**src/include/mba_pkg.sv**
```systemverilog
// package for the multiprocessor bus arbiter: constants and carriers
package mba_pkg;

  // ---------------------------------------------------------------------
  // sizes and reset values
  // ---------------------------------------------------------------------
  localparam int MBA_NPROC = 8;
  localparam int MBA_ID_W = 3;
  localparam logic [2:0] MBA_RESET_MASTER = 3'h0;
  localparam logic [15:0] MBA_TENURE_OFF = 16'hFFFF;
  localparam logic [15:0] MBA_TENURE_RESET = 16'hFFFF;
  // idle cycles on a processor-to-processor hand-over
  localparam logic [1:0] MBA_IDLE_CYCLES = 2'h1;

  // ---------------------------------------------------------------------
  // carriers
  // ---------------------------------------------------------------------
  // requests coming from this processor's own external port
  typedef struct packed {
    logic want_bus;     // any transaction pending
    logic core_access;  // pending access started by the core
    logic dma_access;   // pending access by a high-priority dma channel
    logic lock;         // bus lock requested
    logic in_flight;    // a transaction has begun on the bus
  } mba_local_req_t;

  // status returned to the external port
  typedef struct packed {
    logic owner;        // this processor owns and may drive the bus
    logic float_bus;    // address, data, strobes, memory controls to high-z
    logic self_refresh; // put attached sdram into self-refresh
    logic idle_cycle;   // hand-over idle cycle on the bus
  } mba_local_stat_t;

  typedef enum logic [1:0] {
    MBA_PROC = 2'b00,  // a processor owns the bus
    MBA_IDLE = 2'b01,  // hand-over idle cycle
    MBA_HOST = 2'b10   // the host owns the bus
  } mba_phase_t;

endpackage

```
**src/hw/mba_arbiter.sv**
```systemverilog
// distributed arbiter for the shared multiprocessor external bus
// Operation
// - drive only the request line selected by the id pins; watch all others.
// - on deadlock the host asserts back-off; master drops bus mid-transaction.
// - assert the lock indicator while the current master has the bus locked.
// - on host request, master yields after its transaction and asserts grant.
// - yielding to host floats bus outputs and puts sdram into self-refresh.
// - master holds host grant until the host drops request; slaves only watch.
// - drive core priority line throughout any core-started external access.
// - drive dma priority line during high-priority dma external access when no core access is pending.
// - every arbiter evaluates the shared lines identically each cycle.
// - id zero is master after reset; priority rotates upward from master.
// - rank host, then core access, then dma access, then plain request.
// - a non-requesting master yields to any other request or the host.
// - requesting master yields to a higher-ranked priority access request.
// - requesting master still yields to a host request.
// - master yields when its tenure count expires and another processor requests.
// - request held while master; master drops request after its transaction.
// - a relinquishing master takes lowest priority; losers keep requesting.
// - outgoing master finishes all started transactions before release, except when the host asserts back-off.
// - one idle cycle when mastership moves between processors.
// - the last master keeps requesting and regains the bus after the host.
// - tenure value all ones disables the tenure limit.
// - while locked ignore priority, host and tenure; yield only on back-off.
`timescale 1ns/10ps

module mba_arbiter
  import mba_pkg::*;
#(
  parameter int NPROC = MBA_NPROC
) (
  // clock and reset
  input wire logic clk_sys,
  input wire logic rst,
  // identity pins, static except in reset
  input wire logic [MBA_ID_W-1:0] processor_id_pins,
  // shared request lines, active low, one per processor
  input wire logic [NPROC-1:0] proc_request_lines_in_n,
  output logic [NPROC-1:0] proc_request_lines_out_n,
  output logic [NPROC-1:0] proc_request_lines_oe,
  // wired priority-access lines, active low open drain
  input wire logic core_priority_access_in_n,
  output logic core_priority_access_out_n,
  output logic core_priority_access_oe,
  input wire logic dma_priority_access_in_n,
  output logic dma_priority_access_out_n,
  output logic dma_priority_access_oe,
  // host handshake, active low
  input wire logic host_request_n,
  input wire logic back_off_input_n,
  input wire logic host_grant_in_n,
  output logic host_grant_out_n,
  output logic host_grant_oe,
  // indicators, active low
  output logic master_indicator_n,
  output logic lock_indicator_n,
  // tenure limit in core clock cycles
  input wire logic [15:0] tenure_limit_count,
  // local external port
  input wire mba_local_req_t local_req,
  output mba_local_stat_t local_stat
);

  // -----------------------------------------------------------------------
  // input synchronisers
  // -----------------------------------------------------------------------
  logic [NPROC-1:0] br_meta, br_sync;
  logic [3:0] ctl_meta, ctl_sync;
  logic [MBA_ID_W-1:0] id_meta, id_sync;

  always_ff @(posedge clk_sys) begin
    if (rst) begin
      br_meta <= '0;
      br_sync <= '0;
      ctl_meta <= 4'h0;
      ctl_sync <= 4'h0;
      id_meta <= MBA_RESET_MASTER;
      id_sync <= MBA_RESET_MASTER;
    end else begin
      br_meta <= ~proc_request_lines_in_n;
      br_sync <= br_meta;
      ctl_meta <= {~core_priority_access_in_n, ~dma_priority_access_in_n,
                   ~host_request_n, ~back_off_input_n};
      ctl_sync <= ctl_meta;
      id_meta <= processor_id_pins;
      id_sync <= id_meta;
    end
  end

  logic cpa_seen, dpa_seen, hbr_seen, back_off_input_seen;
  assign cpa_seen = ctl_sync[3];
  assign dpa_seen = ctl_sync[2];
  assign hbr_seen = ctl_sync[1];
  assign back_off_input_seen = ctl_sync[0];

  // -----------------------------------------------------------------------
  // identity capture
  // -----------------------------------------------------------------------
  // the id is reloaded for three cycles after reset release; later pin changes are ignored
  logic [MBA_ID_W-1:0] my_id;
  logic [1:0] id_settle;

  always_ff @(posedge clk_sys) begin
    if (rst) begin
      my_id <= MBA_RESET_MASTER;
      id_settle <= 2'h0;
    end else if (id_settle != 2'h3) begin
      id_settle <= id_settle + 2'h1;
      my_id <= id_sync;
    end
  end

  // -----------------------------------------------------------------------
  // shared arbitration state, identical in every processor
  // -----------------------------------------------------------------------
  mba_phase_t phase;
  logic [MBA_ID_W-1:0] master_id;
  logic [MBA_ID_W-1:0] next_master_id;
  logic [15:0] tenure;
  logic locked;
  logic handover;
  logic any_other;
  logic prio_other;
  logic expired;

  logic i_am_master;
  assign i_am_master = (master_id == my_id);

  // pick the winner: priority-access requesters first, then any requester,
  // scanning upward from the master so the old owner comes last
  logic [NPROC-1:0] cand;
  logic master_has_cpa, master_has_dpa;

  // own priority class is known locally; others are inferred from wired lines
  assign master_has_cpa = i_am_master && local_req.core_access;
  assign master_has_dpa = i_am_master && local_req.dma_access;

  always_comb begin
    // requesters not able to match the active priority class drop their line,
    // so the wired lines plus requests already give the class
    cand = br_sync;
    cand[master_id] = 1'b0;
    any_other = |cand;
    prio_other = any_other && ((cpa_seen && !master_has_cpa) ||
                 (dpa_seen && !master_has_cpa && !master_has_dpa));
    next_master_id = master_id;
    for (int k = NPROC - 1; k >= 1; k--) begin
      if (cand[MBA_ID_W'((int'(master_id) + k) % NPROC)]) begin
        next_master_id = MBA_ID_W'((int'(master_id) + k) % NPROC);
      end
    end
  end

  assign expired = (tenure_limit_count != MBA_TENURE_OFF) && (tenure == 16'h0);

  // the master's own request line is the shared view of whether it still wants
  logic master_req;
  assign master_req = br_sync[master_id];

  always_comb begin
    handover = 1'b0;
    if (locked) begin
      handover = back_off_input_seen && hbr_seen;
    end else if (!master_req) begin
      handover = any_other || hbr_seen;
    end else begin
      handover = hbr_seen || prio_other || (expired && any_other);
    end
  end

  // -----------------------------------------------------------------------
  // mastership sequencer
  // -----------------------------------------------------------------------
  // the master's own request line drops only once its transaction is done,
  // so waiting for that drop keeps transfers from overlapping
  logic release_ok;
  assign release_ok = !master_req || (back_off_input_seen && hbr_seen);

  always_ff @(posedge clk_sys) begin
    if (rst) begin
      phase <= MBA_PROC;
      master_id <= MBA_RESET_MASTER;
    end else begin
      unique case (phase)
        MBA_PROC: begin
          if (handover && release_ok) begin
            if (hbr_seen) begin
              phase <= MBA_HOST;
            end else if (any_other) begin
              phase <= MBA_IDLE;
              master_id <= next_master_id;
            end
          end
        end
        MBA_IDLE: begin
          phase <= MBA_PROC;
        end
        MBA_HOST: begin
          // old master keeps its line asserted and regains the bus
          if (!hbr_seen) begin
            phase <= MBA_PROC;
          end
        end
        default: begin
          phase <= MBA_PROC;
        end
      endcase
    end
  end

  // -----------------------------------------------------------------------
  // tenure counter, paused while the host holds the bus
  // -----------------------------------------------------------------------
  always_ff @(posedge clk_sys) begin
    if (rst) begin
      tenure <= MBA_TENURE_RESET;
    end else if (phase == MBA_IDLE) begin
      tenure <= tenure_limit_count;
    end else if (phase == MBA_PROC) begin
      if (expired && !any_other) begin
        tenure <= tenure_limit_count;
      end else if (tenure != 16'h0 && tenure_limit_count != MBA_TENURE_OFF) begin
        tenure <= tenure - 16'h1;
      end
    end
  end

  // -----------------------------------------------------------------------
  // bus lock, only taken by the owner
  // -----------------------------------------------------------------------
  always_ff @(posedge clk_sys) begin
    if (rst) begin
      locked <= 1'b0;
    end else if (phase == MBA_PROC && i_am_master && local_req.lock) begin
      locked <= 1'b1;
    end else if (!local_req.lock || !i_am_master || phase != MBA_PROC) begin
      locked <= 1'b0;
    end
  end

  // -----------------------------------------------------------------------
  // pin drivers
  // -----------------------------------------------------------------------
  logic my_req;
  logic owner;
  logic host_phase_mine;

  assign owner = i_am_master && (phase == MBA_PROC);
  assign host_phase_mine = i_am_master && (phase == MBA_HOST);

  always_ff @(posedge clk_sys) begin
    if (rst) begin
      my_req <= 1'b0;
    end else begin
      // a requester outside the active priority class stands back
      my_req <= host_phase_mine || local_req.lock ||
                (local_req.want_bus && !(owner && !local_req.in_flight && handover)) &&
                (local_req.core_access || !cpa_seen || owner) &&
                (local_req.core_access || local_req.dma_access || !dpa_seen || owner);
    end
  end

  genvar g;
  generate
    for (g = 0; g < NPROC; g++) begin : g_br
      assign proc_request_lines_oe[g] = (my_id == MBA_ID_W'(g)) && my_req;
      assign proc_request_lines_out_n[g] = 1'b0;
    end
  endgenerate

  logic cpa_drive, dpa_drive, hbg_drive;

  always_ff @(posedge clk_sys) begin
    if (rst) begin
      cpa_drive <= 1'b0;
      dpa_drive <= 1'b0;
      hbg_drive <= 1'b0;
    end else begin
      cpa_drive <= local_req.want_bus && local_req.core_access;
      dpa_drive <= local_req.want_bus && local_req.dma_access &&
                   !local_req.core_access;
      hbg_drive <= (phase == MBA_HOST) && hbr_seen && i_am_master;
    end
  end

  // slaves only monitor the grant line
  logic unused_grant;
  assign unused_grant = host_grant_in_n;

  assign core_priority_access_oe = cpa_drive;
  assign core_priority_access_out_n = 1'b0;
  assign dma_priority_access_oe = dpa_drive;
  assign dma_priority_access_out_n = 1'b0;
  assign host_grant_oe = i_am_master;
  assign host_grant_out_n = !hbg_drive;

  logic bm_q, lock_q;
  always_ff @(posedge clk_sys) begin
    if (rst) begin
      bm_q <= 1'b0;
      lock_q <= 1'b0;
    end else begin
      bm_q <= owner;
      lock_q <= locked && owner;
    end
  end

  assign master_indicator_n = !bm_q;
  assign lock_indicator_n = !lock_q;

  assign local_stat.owner = owner;
  assign local_stat.float_bus = !owner;
  assign local_stat.self_refresh = (phase == MBA_HOST);
  assign local_stat.idle_cycle = (phase == MBA_IDLE);

endmodule

```
**config.mk**
```make
export PLATFORM = sky130hd
export DESIGN_NAME = mba_arbiter
export DESIGN_NICKNAME = d
export VERILOG_FILES = /design/src/include/mba_pkg.sv /design/src/hw/mba_arbiter.sv
export SDC_FILE = /design/constraint.sdc
export NUM_CORES = 1
export LEC_CHECK = 0
export ABC_CLOCK_PERIOD_IN_PS = 6800
export BUFFER_PORTS_ARGS = -buffer_cell sky130_fd_sc_hd__buf_4
export CAP_MARGIN = 20
export CORE_ASPECT_RATIO = 0.8
export CORE_UTILIZATION = 39
export DETAILED_ROUTE_END_ITERATION = 8
export PLACE_DENSITY = 0.65
export SLEW_MARGIN = 20
export SYNTH_ARGS = -nofsm -noshare
export SYNTH_HDL_FRONTEND = slang
export SYNTH_SLANG_ARGS = --single-unit
```
**constraint.sdc**
```tcl
create_clock -name clk_sys -period 6.8 [get_ports clk_sys]
set_input_delay 0.68 -clock clk_sys [delete_from_list [all_inputs] [get_ports clk_sys]]
set_output_delay 0.68 -clock clk_sys [all_outputs]
set_load 0.02 [all_outputs]
```
==> flow_summary.toml <==
[worst_setup_path]
reg2reg_depth = 8
crit_type = "reg2reg"
worst-path-max-fanout = 14
rr_endpoint = "master_id[1]"
r2r-start = "master_id[1]"
cp_data_required_time_ns = 7.03
crit_path_start_kind = "register"
arrival_ns = 4.14
end_kind = "register"
rrSetupSlack_ns = 2.89

[sta]
tns_ns = 0
finalClockSkew_ns = 0.00887
timing.fmax_mhz = 256
rsz0062_at_grt = "false"
max_slew_margin_pct = 39.3
slew_violations = 0
final.min_clock_period_ns = 3.91
fin_hold_ws_ns = 0.429
hold_viol = 0
worst_slack_ns = 2.89
setup_viol = 0
fin_crit_sh_pct = 57.5
worstMarginPinSlew_ns = 0.902

[final_layout]
diodes = 0
layout.nets = 512
fin_area_um2 = 4160
area_growth_pct = 19.2
nFillCells = 842
drive_above_1_share_pct = 19.8

[clocking]
h-tree-depth = 3
postCtsSetupBuffers = 0
ctsResizeCount = 0
cts_buffers = 9
hold_buffers = 0
root_buffer = "clkbuf_8"
cts_buffer_depth = 2
clock_latency_ns = 0.33
cts.sinks = 63
cts_tree = "yes"
clk_pin_slew_worst_paths_ns = 0.08

[synth]
synthArstFlopShare_pct = 0
synth_warnings = 0
ys_seq_area_share_pct = 36.2
synth.avg_cell_area_um2 = 8.34
synth-edff-count = 0
synth_top_flop_cell = "dfxtp_1"
syn-cell-area_um2 = 3490
ys_ff_latch = 63
yosysUniqueCellTypes = 60
syn_inst = 418

[placed_design]
place_area_um2 = 3930
pre_cts_ws_ns = 2.92
portBuffers = 55
gp_congestion = 0.881
dp_hpwl_um = 6030

[drt]
firstDrtPassIters = 5
drc_errors = 0
wl_per_cell_um = 14.2
routed_wl_um = 8230
drt_iter0_markers = 204
antenna_left = 0
vias = 3132
vias_per_cell = 5.39

[floorplanning]
core_region_area_um2 = 8560
die_h_um = 86.6
io_pins = 67
initial_core_util_pct = 40.7
dieArea_um2 = 9320
fp.dieW_um = 108
num_rows = 30

[grt]
grtUsageTotal_pct = 18.7
grt_pass1_wl_um = 13600
grt_overflow = 0
first_global_vias = 2737
grt_max_degree = 58
grt_antenna_before_repair = 0

[worst_hold_path]
hold_end = "ctl_sync[3]"
hold_path.class = "reg2reg"
hold_start = "ctl_meta[3]"
min_path_cells = 1

[run]
maxCapViolations = 0

[power_and_ir_drop]
vdd_drop_max_mv = 0.140
p_leak_uw = 0.00162
powerDensity_nw_per_um2 = 344

[run_status]
status = "finished clean"
power by group:
group          leakage [µW]  total (µW)  internal (µW)  switching [µW]
registers          0.000519         501            419            81.9
logic              0.000996         560            256             304
clock network      0.000108         369            211             158
total               0.00162        1430            887             544
metal layers:
layer	share of wire, %	GRT usage [%]	up-vias	routed length, µm
met5	0	0	-	0
met4	0.89	5.98	0	73
met3	4.9	3.76	5	402
met2	44	26.4	92	3590
met1	51	28.3	1474	4160
li1	-	-	1561	-
worst max-delay path by stage:
stage / from / slack (ns) / cells past startpoint / end
after floorplan: master_id[1] / 3.62 / 10 / master_id[1]
after global placement: master_id[1] / 2.96 / 8 / master_id[1]
after detailed placement: master_id[1] / 2.92 / 8 / master_id[1]
after CTS: master_id[1] / 2.91 / 8 / master_id[1]
after global routing: master_id[1] / 2.55 / 8 / master_id[1]
final: master_id[1] / 2.89 / 8 / master_id[1]
through the flow:
stage | instances | utilization [%] | total power, µW
detailed placement | 565 | 45.9 | 1060
floorplan | 427 | - | 929
global placement | 565 | 45.9 | 1050
global route | 581 | 48.6 | 1530
finish | 581 | 48.6 | 1430
CTS | 581 | 48.6 | 1440
critical path, cell delays in order, from the launching register on:
cell	delay (ns)
dfxtp_1	0.72
clkinv_1	0.51
ha_1	0.64
mux4_2	0.59
mux2i_1	0.33
o21ai_0	0.11
or4_1	0.40
and4_1	0.20
o31a_1	0.29
registers in the layout, summed over array words and instances (netlist names):
| signal | cells |
|---|---|
| bm_q | 1 |
| br_meta | 8 |
| br_sync | 8 |
| core_priority_access_oe | 1 |
| ctl_meta | 4 |
| ctl_sync | 4 |
| dma_priority_access_oe | 1 |
| hbg_drive | 1 |
| id_meta | 3 |
| id_settle | 2 |
| id_sync | 3 |
| lock_q | 1 |
| locked | 1 |
| master_id | 3 |
| my_id | 3 |
| my_req | 1 |
| phase | 2 |
| tenure | 16 |
kinds of logic after synthesis:
logic type                 after synthesis  synth area share (%)
and+or+nand+nor                        165                  24.1
buffers and inverters                   52                  7.18
muxes                                   24                  10.4
other                                    1                 0.108
adders and majority gates                9                  3.23
DFF                                     63                  36.2
xor gates and xnor gates                 7                  1.76
AOI/OAI and AO/OA                       97                  17.0
synthesized netlist by cell type, types with 2 or more instances:
library cell	instances	area share, %
clkbuf_1	12	1.3
a221oi_1	2	0.50
o22ai_1	2	0.36
or2_2	2	0.36
mux2i_1	11	3.2
nor2b_1	22	3.9
a21oi_1	34	4.9
nor4b_1	2	0.50
nor3_1	23	3.3
ha_1	9	3.2
buf_4	11	2.4
xor2_1	2	0.50
o21ai_0	27	3.9
mux2i_2	2	0.79
mux2_2	2	0.65
o31a_1	2	0.50
buf_1	2	0.22
a211oi_1	2	0.43
dfxtp_1	63	36
and2_1	2	0.36
o211ai_1	4	0.86
inv_1	20	2.2
nor2_1	50	5.4
mux4_2	9	5.8
nand2_1	18	1.9
nor4_1	4	0.72
nor3b_1	2	0.43
and3_1	2	0.36
a21o_1	2	0.43
a22oi_1	2	0.43
o31ai_1	3	0.65
buf_2	5	0.72
o21bai_1	2	0.43
a31oi_1	3	0.54
or3_1	5	0.90
nand4_1	8	1.4
nand3_1	12	1.7
nand2b_1	7	1.3
xnor2_1	5	1.3
cells in the final DEF (no fill, tap or decap), types with 4 or more instances in the layout:
master and instances:
a21oi_1 34, buf_4 57, clkbuf_8 9, conb_1 10, dfxtp_1 63, ha_1 9, inv_1 20, mux2i_1 11
mux4_2 9, nand2_1 18, nand2b_1 7, nand3_1 12, nand4_1 8, nor2_1 50, nor2b_1 22, nor3_1 23
nor4_1 4, o211ai_1 4, o21ai_0 27, or3_1 5, xnor2_1 5
final cells by class:
class | instances | area, µm² | share of cell area [%]
Multi-Input combinational cell | 312 | 2020 | 48.6
Sequential cell | 63 | 1260 | 30.4
Timing Repair Buffer | 57 | 428 | 10.3
Tap cell | 112 | 140 | 3.37
Clock buffer | 9 | 124 | 2.98
Clock inverter | 7 | 104 | 2.50
Inverter | 21 | 78.8 | 1.90
Power figures use the tool's default switching activity.
